`config.mk`:
```
export PLATFORM = sky130hd
export DESIGN_NAME = pmc_top
export DESIGN_NICKNAME = d
export VERILOG_FILES = /design/src/hdl/pmc_pkg.sv /design/src/hdl/pmc_top.sv /design/src/hdl/pmc_wake_timer.sv
export SDC_FILE = /design/constraint.sdc
export NUM_CORES = 1
export LEC_CHECK = 0
export ABC_AREA = 0
export ABC_CLOCK_PERIOD_IN_PS = 2570
export BUFFER_PORTS_ARGS = -buffer_cell sky130_fd_sc_hd__buf_2
export CELL_PAD_IN_SITES_DETAIL_PLACEMENT = 1
export CELL_PAD_IN_SITES_GLOBAL_PLACEMENT = 1
export CORE_ASPECT_RATIO = 1.4
export CORE_MARGIN = 3
export CORE_UTILIZATION = 36
export DETAILED_ROUTE_END_ITERATION = 7
export GPL_ROUTABILITY_DRIVEN = 1
export PLACE_DENSITY = 0.89
export RECOVER_POWER = 50
export SYNTH_ARGS = -nofsm -noshare
export SYNTH_HDL_FRONTEND = slang
export SYNTH_SLANG_ARGS = --single-unit
```
`constraint.sdc`:
```
create_clock -name clk -period 2.57 [get_ports clk]
set_clock_uncertainty 0.2 [all_clocks]
set_input_delay 0.3855 -clock clk [delete_from_list [all_inputs] [get_ports clk]]
set_output_delay 0.3855 -clock clk [all_outputs]
set_load 0.01 [all_outputs]
```
`src/hdl/pmc_pkg.sv`:
```
// package: register map, field positions, reset values and timing of the power mode control block
package pmc_pkg;
    localparam logic [31:0] PMC_ADDR_POWER_MODE_CONTROL = 32'hE01FC0C0;
    localparam int          PMC_BIT_IDLE                = 0;
    localparam int          PMC_BIT_POWERDOWN           = 1;
    localparam int          PMC_BIT_BO_SLEEP_PD         = 2;
    localparam int          PMC_BIT_BO_GLOBAL_OFF       = 3;
    localparam int          PMC_BIT_BO_RESET_OFF        = 4;
    localparam int          PMC_CTRL_WIDTH              = 5;
    localparam logic [7:0]  PMC_RESET_VALUE             = 8'h00;
    // wakeup timer: oscillator settle time in ns, converted to clk cycles
    localparam int          PMC_CLK_PERIOD_NS           = 10;
    localparam int          PMC_OSC_SETTLE_NS           = 20480;
    localparam int          PMC_OSC_SETTLE_CYCLES       = (PMC_OSC_SETTLE_NS + PMC_CLK_PERIOD_NS - 1) / PMC_CLK_PERIOD_NS;
    typedef enum logic [1:0] {PMC_RUN, PMC_IDLE, PMC_POWERDOWN, PMC_WAKEUP} pmc_state_t;
endpackage

```
`src/hdl/pmc_top.sv`:
```
// power mode control register with idle / power-down sequencing and brown-out controls
// Functional notes
// - idle bit stops cpu clock, peripherals run
// - any enabled interrupt ends idle
// - both bits set enters power-down
// - power-down stops oscillator and all clocks
// - external interrupt restarts oscillator, clears power-down bit
// - cpu held until wakeup timer reports stable
// - power-down accepted anytime without usb wake
// - usb wake plus clock-needed blocks power-down
// - brown-out active in power-down, reset wakes
// - brown-out sleeps in power-down, no wakeup
// - global off bit disables brown-out entirely
// - reset enabled, first-stage interrupt unaffected
// - reset-off bit masks second-stage chip reset
// - resume at instruction boundary, nothing lost
// - state, memories and pins held in power-down
//
// Local design decision: the address-and-strobe port.
`timescale 1ns/1ns
module pmc_top
    import pmc_pkg::*;
#(
    parameter int SETTLE_CYCLES = PMC_OSC_SETTLE_CYCLES
)
(
    input  wire logic        clk,
    input  wire logic        rstn,
    input  wire logic [31:0] reg_addr,
    input  wire logic [31:0] reg_wdata,
    input  wire logic        reg_wr,
    input  wire logic        reg_rd,
    output logic      [31:0] reg_rdata,
    input  wire logic        irq_pending,
    input  wire logic        ext_wake_irq,
    input  wire logic        cpu_at_boundary,
    input  wire logic        usb_wake_enable,
    input  wire logic        usb_need_clock,
    input  wire logic        bo_stage1_detect,
    input  wire logic        bo_stage2_detect,
    output logic             cpu_clk_en,
    output logic             periph_clk_en,
    output logic             osc_en,
    output logic             hold_state,
    output logic             bo_enable,
    output logic             bo_irq,
    output logic             bo_chip_reset,
    output logic             in_idle,
    output logic             in_powerdown
);
    initial
    begin
        if (SETTLE_CYCLES < 1)
            $error("pmc_top: SETTLE_CYCLES must be at least 1");
    end

    ////////////////////////////////////////////////////////////////////////////
    // reset release
    logic rst_meta;
    logic rst_n;

    always_ff @(posedge clk or negedge rstn)
    begin
        if (!rstn)
        begin
            rst_meta <= 1'b0;
            rst_n    <= 1'b0;
        end
        else
        begin
            rst_meta <= 1'b1;
            rst_n    <= rst_meta;
        end
    end

    ////////////////////////////////////////////////////////////////////////////
    // register
    logic [PMC_CTRL_WIDTH-1:0] ctrl;
    pmc_state_t                state;
    logic                      wake_start;
    logic                      wake_done;
    logic                      hit;
    logic                      pd_allowed;
    logic                      hw_clear_pd;
    logic                      bo_active;

    assign hit        = (reg_addr == PMC_ADDR_POWER_MODE_CONTROL);
    // a power-down write is refused only when usb wake is enabled and usb needs its clock
    assign pd_allowed = !usb_wake_enable || !usb_need_clock;
    assign hw_clear_pd = (state == PMC_POWERDOWN) && ext_wake_irq;

    always_ff @(posedge clk or negedge rst_n)
    begin
        if (!rst_n)
            ctrl <= PMC_RESET_VALUE[PMC_CTRL_WIDTH-1:0];
        else
        begin
            if (reg_wr && hit)
            begin
                // bits 7:5 are not stored; software is expected to write zero
                ctrl[PMC_BIT_IDLE]          <= reg_wdata[PMC_BIT_IDLE];
                ctrl[PMC_BIT_POWERDOWN]     <= reg_wdata[PMC_BIT_POWERDOWN] && pd_allowed;
                ctrl[PMC_BIT_BO_SLEEP_PD]   <= reg_wdata[PMC_BIT_BO_SLEEP_PD];
                ctrl[PMC_BIT_BO_GLOBAL_OFF] <= reg_wdata[PMC_BIT_BO_GLOBAL_OFF];
                ctrl[PMC_BIT_BO_RESET_OFF]  <= reg_wdata[PMC_BIT_BO_RESET_OFF];
            end
            // hardware clears on wakeup; a write in the same cycle is overridden by the wake
            if (hw_clear_pd)
                ctrl[PMC_BIT_POWERDOWN] <= 1'b0;
            if ((state == PMC_IDLE) && irq_pending)
                ctrl[PMC_BIT_IDLE] <= 1'b0;
            if ((state == PMC_POWERDOWN) && ext_wake_irq)
                ctrl[PMC_BIT_IDLE] <= 1'b0;
        end
    end

    always_ff @(posedge clk or negedge rst_n)
    begin
        if (!rst_n)
            reg_rdata <= 32'h00000000;
        else if (reg_rd && hit)
            reg_rdata <= {27'h0000000, ctrl};
        else
            reg_rdata <= 32'h00000000;
    end

    ////////////////////////////////////////////////////////////////////////////
    // mode sequencer
    always_ff @(posedge clk or negedge rst_n)
    begin
        if (!rst_n)
            state <= PMC_RUN;
        else
        begin
            case (state)
                PMC_RUN:
                begin
                    // entry waits for the cpu to reach an instruction boundary
                    if (cpu_at_boundary && ctrl[PMC_BIT_POWERDOWN])
                        state <= PMC_POWERDOWN;
                    else if (cpu_at_boundary && ctrl[PMC_BIT_IDLE])
                        state <= PMC_IDLE;
                end
                PMC_IDLE:
                begin
                    if (ctrl[PMC_BIT_POWERDOWN])
                        state <= PMC_POWERDOWN;
                    else if (irq_pending)
                        state <= PMC_RUN;
                end
                PMC_POWERDOWN:
                begin
                    if (ext_wake_irq)
                        state <= PMC_WAKEUP;
                end
                PMC_WAKEUP:
                begin
                    if (wake_done)
                        state <= PMC_RUN;
                end
                default:
                    state <= PMC_RUN;
            endcase
        end
    end

    assign wake_start = hw_clear_pd;

    pmc_wake_timer #(
        .SETTLE_CYCLES (SETTLE_CYCLES)
    ) u_wake_timer (
        .clk   (clk),
        .rst_n (rst_n),
        .start (wake_start),
        .done  (wake_done)
    );

    ////////////////////////////////////////////////////////////////////////////
    // clock and hold outputs
    always_ff @(posedge clk or negedge rst_n)
    begin
        if (!rst_n)
        begin
            cpu_clk_en    <= 1'b1;
            periph_clk_en <= 1'b1;
            osc_en        <= 1'b1;
            hold_state    <= 1'b0;
            in_idle       <= 1'b0;
            in_powerdown  <= 1'b0;
        end
        else
        begin
            // cpu clock stays off through the settle wait so no instruction runs early
            cpu_clk_en    <= (state == PMC_RUN);
            periph_clk_en <= (state == PMC_RUN) || (state == PMC_IDLE);
            osc_en        <= (state != PMC_POWERDOWN);
            hold_state    <= (state == PMC_POWERDOWN) || (state == PMC_WAKEUP);
            in_idle       <= (state == PMC_IDLE);
            in_powerdown  <= (state == PMC_POWERDOWN);
        end
    end

    ////////////////////////////////////////////////////////////////////////////
    // brown-out control
    assign bo_active = !ctrl[PMC_BIT_BO_GLOBAL_OFF] &&
                       !(ctrl[PMC_BIT_BO_SLEEP_PD] && (state == PMC_POWERDOWN));

    always_ff @(posedge clk or negedge rst_n)
    begin
        if (!rst_n)
        begin
            bo_enable     <= 1'b0;
            bo_irq        <= 1'b0;
            bo_chip_reset <= 1'b0;
        end
        else
        begin
            bo_enable     <= bo_active;
            bo_irq        <= bo_active && bo_stage1_detect;
            // chip reset is also the power-down wake path when the detector stays awake
            bo_chip_reset <= bo_active && bo_stage2_detect && !ctrl[PMC_BIT_BO_RESET_OFF];
        end
    end
endmodule

```
`src/hdl/pmc_wake_timer.sv`:
```
// wakeup timer: counts oscillator settle cycles after restart
`timescale 1ns/1ns
module pmc_wake_timer
    import pmc_pkg::*;
#(
    parameter int SETTLE_CYCLES = PMC_OSC_SETTLE_CYCLES
)
(
    input  wire logic clk,
    input  wire logic rst_n,
    input  wire logic start,
    output logic      done
);
    initial
    begin
        if (SETTLE_CYCLES < 1)
            $error("pmc_wake_timer: SETTLE_CYCLES must be at least 1");
    end

    logic [31:0] count;
    logic        running;

    always_ff @(posedge clk or negedge rst_n)
    begin
        if (!rst_n)
        begin
            count   <= 32'h00000000;
            running <= 1'b0;
            done    <= 1'b0;
        end
        else
        begin
            done <= 1'b0;
            if (start)
            begin
                count   <= 32'h00000000;
                running <= 1'b1;
            end
            else if (running)
            begin
                if (count == 32'(SETTLE_CYCLES - 1))
                begin
                    running <= 1'b0;
                    done    <= 1'b1;
                end
                else
                    count <= count + 32'h00000001;
            end
        end
    end
endmodule

```
==> metrics, run 1 <==
status=complete, no violations; sequential share of power=0.486; Synth cell types=46; Comb power frac=0.103; Worst Setup SP=u_wake_timer.count[27]; leading area contributor after synthesis=dfrtp_1; met3 usage=0.0597; Final Hold Viols=0; row count=38; Ant. Diodes=0; drt first pass iters=4; max_cap viols=0; RR Startpoint=u_wake_timer.count[27]; synthesized area=2930 µm²; final routed DRC violation total=0; Clock Path Buffers=2; # fillers=approximately 940; GRT Residual Overflow=0; first-pass GRT wire length=between 10 and 15 mm; Worst-path clk slew=approximately 60 ps; routing usage on met2=0.304; Int Power=between 1.5 and 2 mW; GRT Total Usage=0.165; CTS tree=done; area of the multi-input gates=1330 µm²; register area=between 1000 and 1500 µm²; # port buffers=61; pin count of the biggest net entering global routing=50; Worst setup EP type=register; Peak VDD IR=around 250 µV; dpl cell area=~3300 µm²; Leak=between 1.5 and 2 nW; Hold WC Path Type=in -> reg; sequential share of the synthesized area=0.488; Clock Sinks=between 50 and 60; DP HPWL=approximately 5.3 mm; period utilisation layout=0.876; min Tclk post-route=approximately 2300 ps; worst hold path startpoint=irq_pending; Clk pwr share=0.411; TNS Setup=0 ps; Cells after Synth=roughly 290; routed wire length=slightly above 7 mm; Initial DRC Count=85; final instance area=approximately 3500 µm²; post-CTS setup buffer count=0; CP Class=reg -> reg; boundary pin count=about 120; CTS buffer count=9; Worst Path Required=about 2600 ps; core area=between 7000 and 8000 µm²; syn_area_per_cell=10.3 µm²; Tot Pwr=approximately 2.2 mW; final setup violation count=0; detailed-route wire length per cell=between 15 and 20 µm; Die Width=around 82 µm; ys async rst share=1.00; post-synthesis register bit count=between 50 and 60; worst rel slew slack=0.195; CP Max Fanout=9; worst-margin pin slew=1210 ps; antenna violations before repair=0; number of flops mapped to enable cells by yosys=0; Max Clk Rate=0.444 GHz; PwrDens=644 nW/µm²; synthesis-to-finish area growth=18.8%; clk root buf=clkbuf_8; M1 GR Usage=0.160; vias in the first global route=approximately 2500; DIE HEIGHT=113 µm; layout cells sized above 1=0.270; Final ANT Viol Nets=0; Layout Nets=430; most frequent cell after synthesis=dfrtp_1; GR peak layer=met2; GP Congestion=a little under 0.8; Psw=0.587 mW; max-slew violations=0; Switching Share=0.262; Synth top cells by count=dfrtp_1, buf_4, nor2_1; Critical Path AT=around 2300 ps; post-synth top area share=0.461; Starting Density=0.374; yosys warns=0; total number of vias=2362; critical path launch point type=register; Die ar.=~9000 µm²; Worst-Skew Late Latency=approximately 340 ps; unrepaired setup endpoints after global routing=no; Area contributors post-synth=dfrtp_1, buf_4, xor2_1, nor2_1, dfstp_2; predominant post-synthesis flop cell=dfrtp_1; vias per inst=around 5.1; H-tree levels=3
-- kinds of logic (layout without fill, tap and decap cells) --
family	after synthesis	after routing	share of synthesized area
flops	57	57	0.488
mux	4	4	0.0149
other cells	2	28	0.00256
buf+inv	41	89	0.0927
fa+ha+maj	1	1	0.00427
xor+xnor	17	17	0.0508
compound gates	37	37	0.0845
simple gates	126	126	0.262
-- flip-flops by register name, summed over array words and instances (netlist names), 2 cells and up --
signal	count
ctrl	5
state	2
u_wake_timer.count	32
reg_rdata	5
-- power groups by stage --
stage,registers (mW),clock network [mW],logic (mW)
floorplan,1.08,0,0.178
global placement,1.09,0,0.215
detailed placement,1.10,0,0.232
CTS,1.09,0.951,0.238
global route,1.10,0.993,0.265
finish,1.09,0.922,0.230
-- layout by cell type (no fill, tap or decap), drive strengths merged, types with 6 or more instances in the layout --
cell type  instances
nor4               6
conb              28
a21oi              7
nand4             13
xor2              16
and3               8
dfrtp             54
o21ai             11
buf               64
and2              10
nand2             21
nand3             15
o211ai             8
clkbuf            13
nor2              22
-- layout make-up --
class / instances / share of cell area
clock buffer: 11 / 0.0406
multi-input combinational: 213 / 0.381
tap: 100 / 0.0359
clock inverter: 5 / 0.0226
inverter: 5 / 0.00539
timing repair buffer: 68 / 0.103
sequential: 57 / 0.411
-- worst max-delay path, stage by stage, from the launching register on --
cell	delay, ps
dfrtp_1	430
nor4_1	480
nand4_2	340
o21ai_2	380
nor4_1	100
or2_1	210
-- per-layer routing --
layer	part of all wire	routed length [µm]
met5	0	0
met1	0.36	2590
met2	0.53	3760
met4	0.023	163
met3	0.090	644
-- through the flow --
stage / instances / util / hold slack (ps) / worst slack, ps
detailed placement: 441 / 0.415 / -94.8 / 136
global route: 459 / 0.444 / 34.2 / 82.9
finish: 459 / 0.444 / 48.7 / 319
floorplan: 311 / - / -110 / 537
global placement: 441 / 0.415 / -101 / 343
CTS: 459 / 0.446 / 25.7 / 304
-- repair_timing --
item / in CTS / in global routing
gates resized for setup: 0 / 0
hold endpoints to repair: 8 / 0
setup endpoints to repair: 0 / 0
hold buffers: 2 / 0
-- final timing paths --
| check | depth (start not counted) | slack (ps) | end |
|---|---|---|---|
| max | 5 | 320 | u_wake_timer.count[29] |
| min in group asynchronous | 2 | 150 | rst_meta |
| min reg2reg | 0 | 160 | rst_n |
| max reg2reg | 5 | 320 | u_wake_timer.count[29] |
| max in group asynchronous | 1 | 1030 | u_wake_timer.count[30] |
| min | 2 | 50 | ctrl[0] |
Power figures use the tool's default switching activity.
==> run 2, diff against run 1 <==
--- a/config.mk
+++ b/config.mk
@@ -10,7 +10,7 @@
 export BUFFER_PORTS_ARGS = -buffer_cell sky130_fd_sc_hd__buf_2
 export CELL_PAD_IN_SITES_DETAIL_PLACEMENT = 1
 export CELL_PAD_IN_SITES_GLOBAL_PLACEMENT = 1
-export CORE_ASPECT_RATIO = 1.4
+export CORE_ASPECT_RATIO = 1.5
 export CORE_MARGIN = 3
 export CORE_UTILIZATION = 36
 export DETAILED_ROUTE_END_ITERATION = 7
==> metrics, run 2 (synthesis gave the netlist of run 1 again) <==
Worst Hold Path Cells=2; crit path cell chain=nor4_1, nand4_2, o21ai_2, nor4_1, or2_1; Worst Hold End=ctrl[0]; Worst-Skew Late Latency=around 330 ps; CTS buffer count=9; Largest register FFs=32; Resized cells post-CTS=0; period utilisation layout=0.890; capturing point of the worst reg2reg path=u_wake_timer.count[29]; total number of vias=approximately 2400; Worst setup EP type=register; min Tclk post-route=approximately 2300 ps; # fillers=892; detailed-route wire length per cell=between 15 and 20 µm; clk root buf=clkbuf_16; GRT Total Usage=0.167; Leak=1.66 nW; Biggest register=u_wake_timer.count; R2R depth=5; worst-margin pin slew=~1000 ps; final routed DRC violation total=0; boundary pin count=about 120; # port buffers=61; PwrDens=a little under 700 nW/µm²; Ant. Diodes=0; Hold WC Path Type=in -> reg; synthesis-to-finish area growth=20.8%; Regs by FF count=u_wake_timer.count x32, ctrl x5, reg_rdata x5; status=complete, no violations; TNS Setup=0 ps; max_cap viols=0; CP peak stage delay=490 ps; critical path launch point type=register; Worst-path clk slew=roughly 50 ps; CP Class=reg -> reg; max-slew violations=0; worst rel slew slack=0.303; row count=39; Final WS setup=~280 ps; DIE HEIGHT=approximately 120 µm; final setup violation count=0; first-pass GRT wire length=between 10 and 15 mm; Slowest cell on crit path=nor4_1; unrepaired setup endpoints after global routing=no; CTS tree=done; RR Startpoint=u_wake_timer.count[27]; Starting Density=0.378; worst slack, placed=about 330 ps; Buf/Inv on CP=0; flop2flop setup slack=approximately 280 ps; Max Clk Rate=0.437 GHz; Die Width=approximately 80 µm; Final ANT Viol Nets=0; Initial DRC Count=85; routed wire length=~7.3 mm; Layout Nets=about 430; GP Congestion=0.801; H-tree levels=3; Tot Pwr=approximately 2.4 mW; CP Max Fanout=9; worst hold path startpoint=irq_pending; commonest non-fill, non-tap cell in the layout=buf_2; crit-path most repeated cell=nor4_1; Worst Path Required=2570 ps; Final Hold Viols=0; drt first pass iters=4; most frequent cells in the layout=buf_2, dfrtp_1, conb_1; vias per inst=5.14; DP HPWL=~5.3 mm; Clock Path Buffers=2; CP top delay family=simple AND/OR/NAND/NOR gates; Critical Path AT=approximately 2300 ps; core area=7760 µm²; Clock Sinks=57; layout cells sized above 1=0.265; antenna violations before repair=0; vias in the first global route=roughly 2400; Peak VDD IR=306 µV; Die ar.=around 9300 µm²; GRT Residual Overflow=0; pin count of the biggest net entering global routing=31
## run 2: timing repair
| item | 4_1_cts | 5_1_grt |
|---|---|---|
| hold buffers | 1 | 0 |
| hold endpoints to repair | 2 | 0 |
| buffers inserted | 0 | 0 |
## run 2: cell type report
cell class,instances,area [µm²],area share
flip-flops and latches,57,1430,0.404
clock inverters,2,12.5,0.00354
well taps,102,128,0.0361
repair buffers,67,349,0.0987
multi-input cells,213,1330,0.375
inverters,5,18.8,0.00530
clock buffers,14,274,0.0774
## run 2: where the power goes
part           switching (mW)  internal [mW]  total, mW
clock network           0.382          0.728       1.11
logic                   0.118          0.101      0.219
registers               0.113          0.984       1.10
## run 2: how the worst max path moves through the flow
stage	cells after the start	slack, ps	startpoint	end
2_1_floorplan	7	540	u_wake_timer.count[0]	u_wake_timer.count[27]
3_3_place_gp	5	330	u_wake_timer.count[27]	u_wake_timer.count[29]
3_5_place_dp	5	330	reg_addr[25]	ctrl[2]
4_1_cts	5	300	u_wake_timer.count[8]	u_wake_timer.count[27]
5_1_grt	5	120	u_wake_timer.count[27]	u_wake_timer.count[29]
6_report	5	280	u_wake_timer.count[27]	u_wake_timer.count[29]
## run 2: stage by stage
stage	util	hold slack, ps	cells	instance area (µm²)
finish	0.456	59.6	460	3540
global route	0.456	65.3	460	3540
floorplan	-	-110	311	3030
detailed placement	0.420	-27.4	443	3260
CTS	0.458	50.1	460	3560
global placement	0.420	-29.0	443	3260
## run 2: worst reg2reg max path: stages (launching register included)
cell and delay, ps:
dfrtp_1 420, nor4_1 490, nand4_2 350, o21ai_2 390
nor4_1 90, or2_1 220
## run 2: per-layer routing
metal  global-route usage  vias to the layer above  part of all wire
li1                     -                     1103                 -
met1                0.162                     1146              0.36
met2                0.317                       96              0.53
met3               0.0455                       20             0.081
met4               0.0883                        0             0.031
met5                    0                        -                 0
==> run 3, diff against run 2 <==
--- a/config.mk
+++ b/config.mk
@@ -15,7 +15,7 @@
 export CORE_UTILIZATION = 36
 export DETAILED_ROUTE_END_ITERATION = 7
 export GPL_ROUTABILITY_DRIVEN = 1
-export PLACE_DENSITY = 0.89
+export PLACE_DENSITY_LB_ADDON = 0.1
 export RECOVER_POWER = 50
 export SYNTH_ARGS = -nofsm -noshare
 export SYNTH_HDL_FRONTEND = slang
==> metrics, run 3 (synthesis gave the netlist of run 1 again) <==
Critical Path Stages=6; Peak VDD IR=592 µV; CP endpoint=u_wake_timer.count[26]; Layout Nets=roughly 440; synthesis-to-finish area growth=23.6%; period utilisation layout=0.845; commonest non-fill, non-tap cell in the layout=buf_2; PwrDens=a little over 700 nW/µm²; vias per inst=between 4 and 5; unrepaired setup endpoints after global routing=no; Regs by FF count=u_wake_timer.count x32, ctrl x5, reg_rdata x5; Slowest cell on crit path=dfrtp_1; Worst setup EP type=register; DIE HEIGHT=between 100 and 150 µm; layout cells sized above 1=0.280; # port buffers=about 60; routed wire length=between 7 and 8 mm; worst-margin pin slew=between 800 and 900 ps; CTS tree=done; R2R depth=6; Hold WC Path Type=in -> reg; crit path cell chain=ha_1, and4_1, and3_1, nand3_4, or3_1, a21oi_1; Max Clk Rate=0.461 GHz; pin count of the biggest net entering global routing=38; Starting Density=0.378; drt first pass iters=4; clk root buf=clkbuf_16; worst rel slew slack=0.402; flop2flop setup slack=about 400 ps; Buf/Inv on CP=0; core area=~7800 µm²; Final Non-Filler Cells=466; post-CTS setup buffer count=0; GP Congestion=between 0.8 and 0.9; GRT Residual Overflow=0; vias in the first global route=about 2400; Clock Path Buffers=2; antenna violations before repair=0; Worst Path Required=approximately 2600 ps; Largest register FFs=32; status=complete, no violations; row count=39; RR Startpoint=u_wake_timer.count[0]; CP Max Fanout=7; Die ar.=between 9000 and 10000 µm²; final routed DRC violation total=0; Clock Sinks=57; Ant. Diodes=0; critical path launch point type=register; Initial DRC Count=82; CP top delay family=simple AND/OR/NAND/NOR gates; max_cap viols=0; GRT Total Usage=0.165; min Tclk post-route=around 2200 ps; boundary pin count=around 120; final setup violation count=0; TNS Setup=0 ps; DP HPWL=5.28 mm; CP peak stage delay=roughly 400 ps; CTS buffer count=9; total number of vias=about 2300; final hold slack=72.0 ps; Critical Path AT=around 2200 ps; dpl cells=approximately 450; max-slew violations=0; CP Class=reg -> reg; Leak=roughly 1.7 nW; Final ANT Viol Nets=0; Biggest register=u_wake_timer.count; Worst Setup SP=u_wake_timer.count[0]; capturing point of the worst reg2reg path=u_wake_timer.count[26]; Worst-path clk slew=~50 ps; most frequent cells in the layout=buf_2, dfrtp_1, conb_1; first-pass GRT wire length=roughly 12 mm; Die Width=between 70 and 80 µm; detailed-route wire length per cell=around 15 µm; H-tree levels=3; Worst-Skew Late Latency=320 ps; Final Hold Viols=0
run 3: cell count changes in the layout (fill, tap and decap cells not counted):
cell and delta:
clkbuf_8 -3, clkbuf_1 -1, clkinv_2 +2, buf_12 +1
bufinv_16 +2, buf_4 +5
run 3: final cells by class:
type	instances	area, µm²
clock inverter	6	82.6
fill	897	4140
timing repair buffer	73	407
multi-input combinational	213	1330
tap	102	128
sequential	57	1430
clock buffer	10	229
inverter	5	18.8
run 3: how the worst min path moves through the flow:
stage	startpoint	endpoint	slack (ps)	depth (start not counted)
floorplan	rstn	rst_meta	-110	0
global placement	rstn	rst_meta	-30	1
detailed placement	rstn	rst_meta	-30	1
CTS	rst_n	u_wake_timer.count[28]	40	0
global route	bo_stage1_detect	bo_irq	70	2
finish	irq_pending	ctrl[0]	70	2
run 3: stage by stage:
| stage | setup WS [ps] | utilization | total power, mW | area [µm²] |
|---|---|---|---|---|
| after floorplan | 537 | - | 1.26 | 3030 |
| after detailed placement | 339 | 0.428 | 1.33 | 3320 |
| after CTS | 310 | 0.469 | 2.59 | 3640 |
| after global routing | 244 | 0.467 | 2.69 | 3620 |
| final | 400 | 0.467 | 2.55 | 3620 |
| after global placement | 352 | 0.428 | 1.32 | 3320 |
run 3: per-layer routing:
layer  part of all wire  GRT usage  up-vias
met5                  0          0        -
li1                   -          -     1116
met4             0.0087     0.0413        0
met1               0.39      0.180     1152
met2               0.55      0.313       48
met3              0.049     0.0417        5
run 3: worst reg2reg max path, stage by stage, from the launching register on:
cell,delay [ps]
dfrtp_1,400
ha_1,200
and4_1,330
and3_1,340
nand3_4,150
or3_1,330
a21oi_1,140
run 3: repair_timing:
action                                 CTS  global route
setup endpoints to repair                0             0
endpoints found under the hold margin    2             0
gates resized for setup                  0             0
hold buffers                             1             0
run 3: power by group:
group	internal [mW]	total, mW	switching [mW]
Clock	0.842	1.24	0.397
Combinational	0.105	0.225	0.120
Sequential	0.983	1.09	0.108
Total	1.93	2.55	0.625
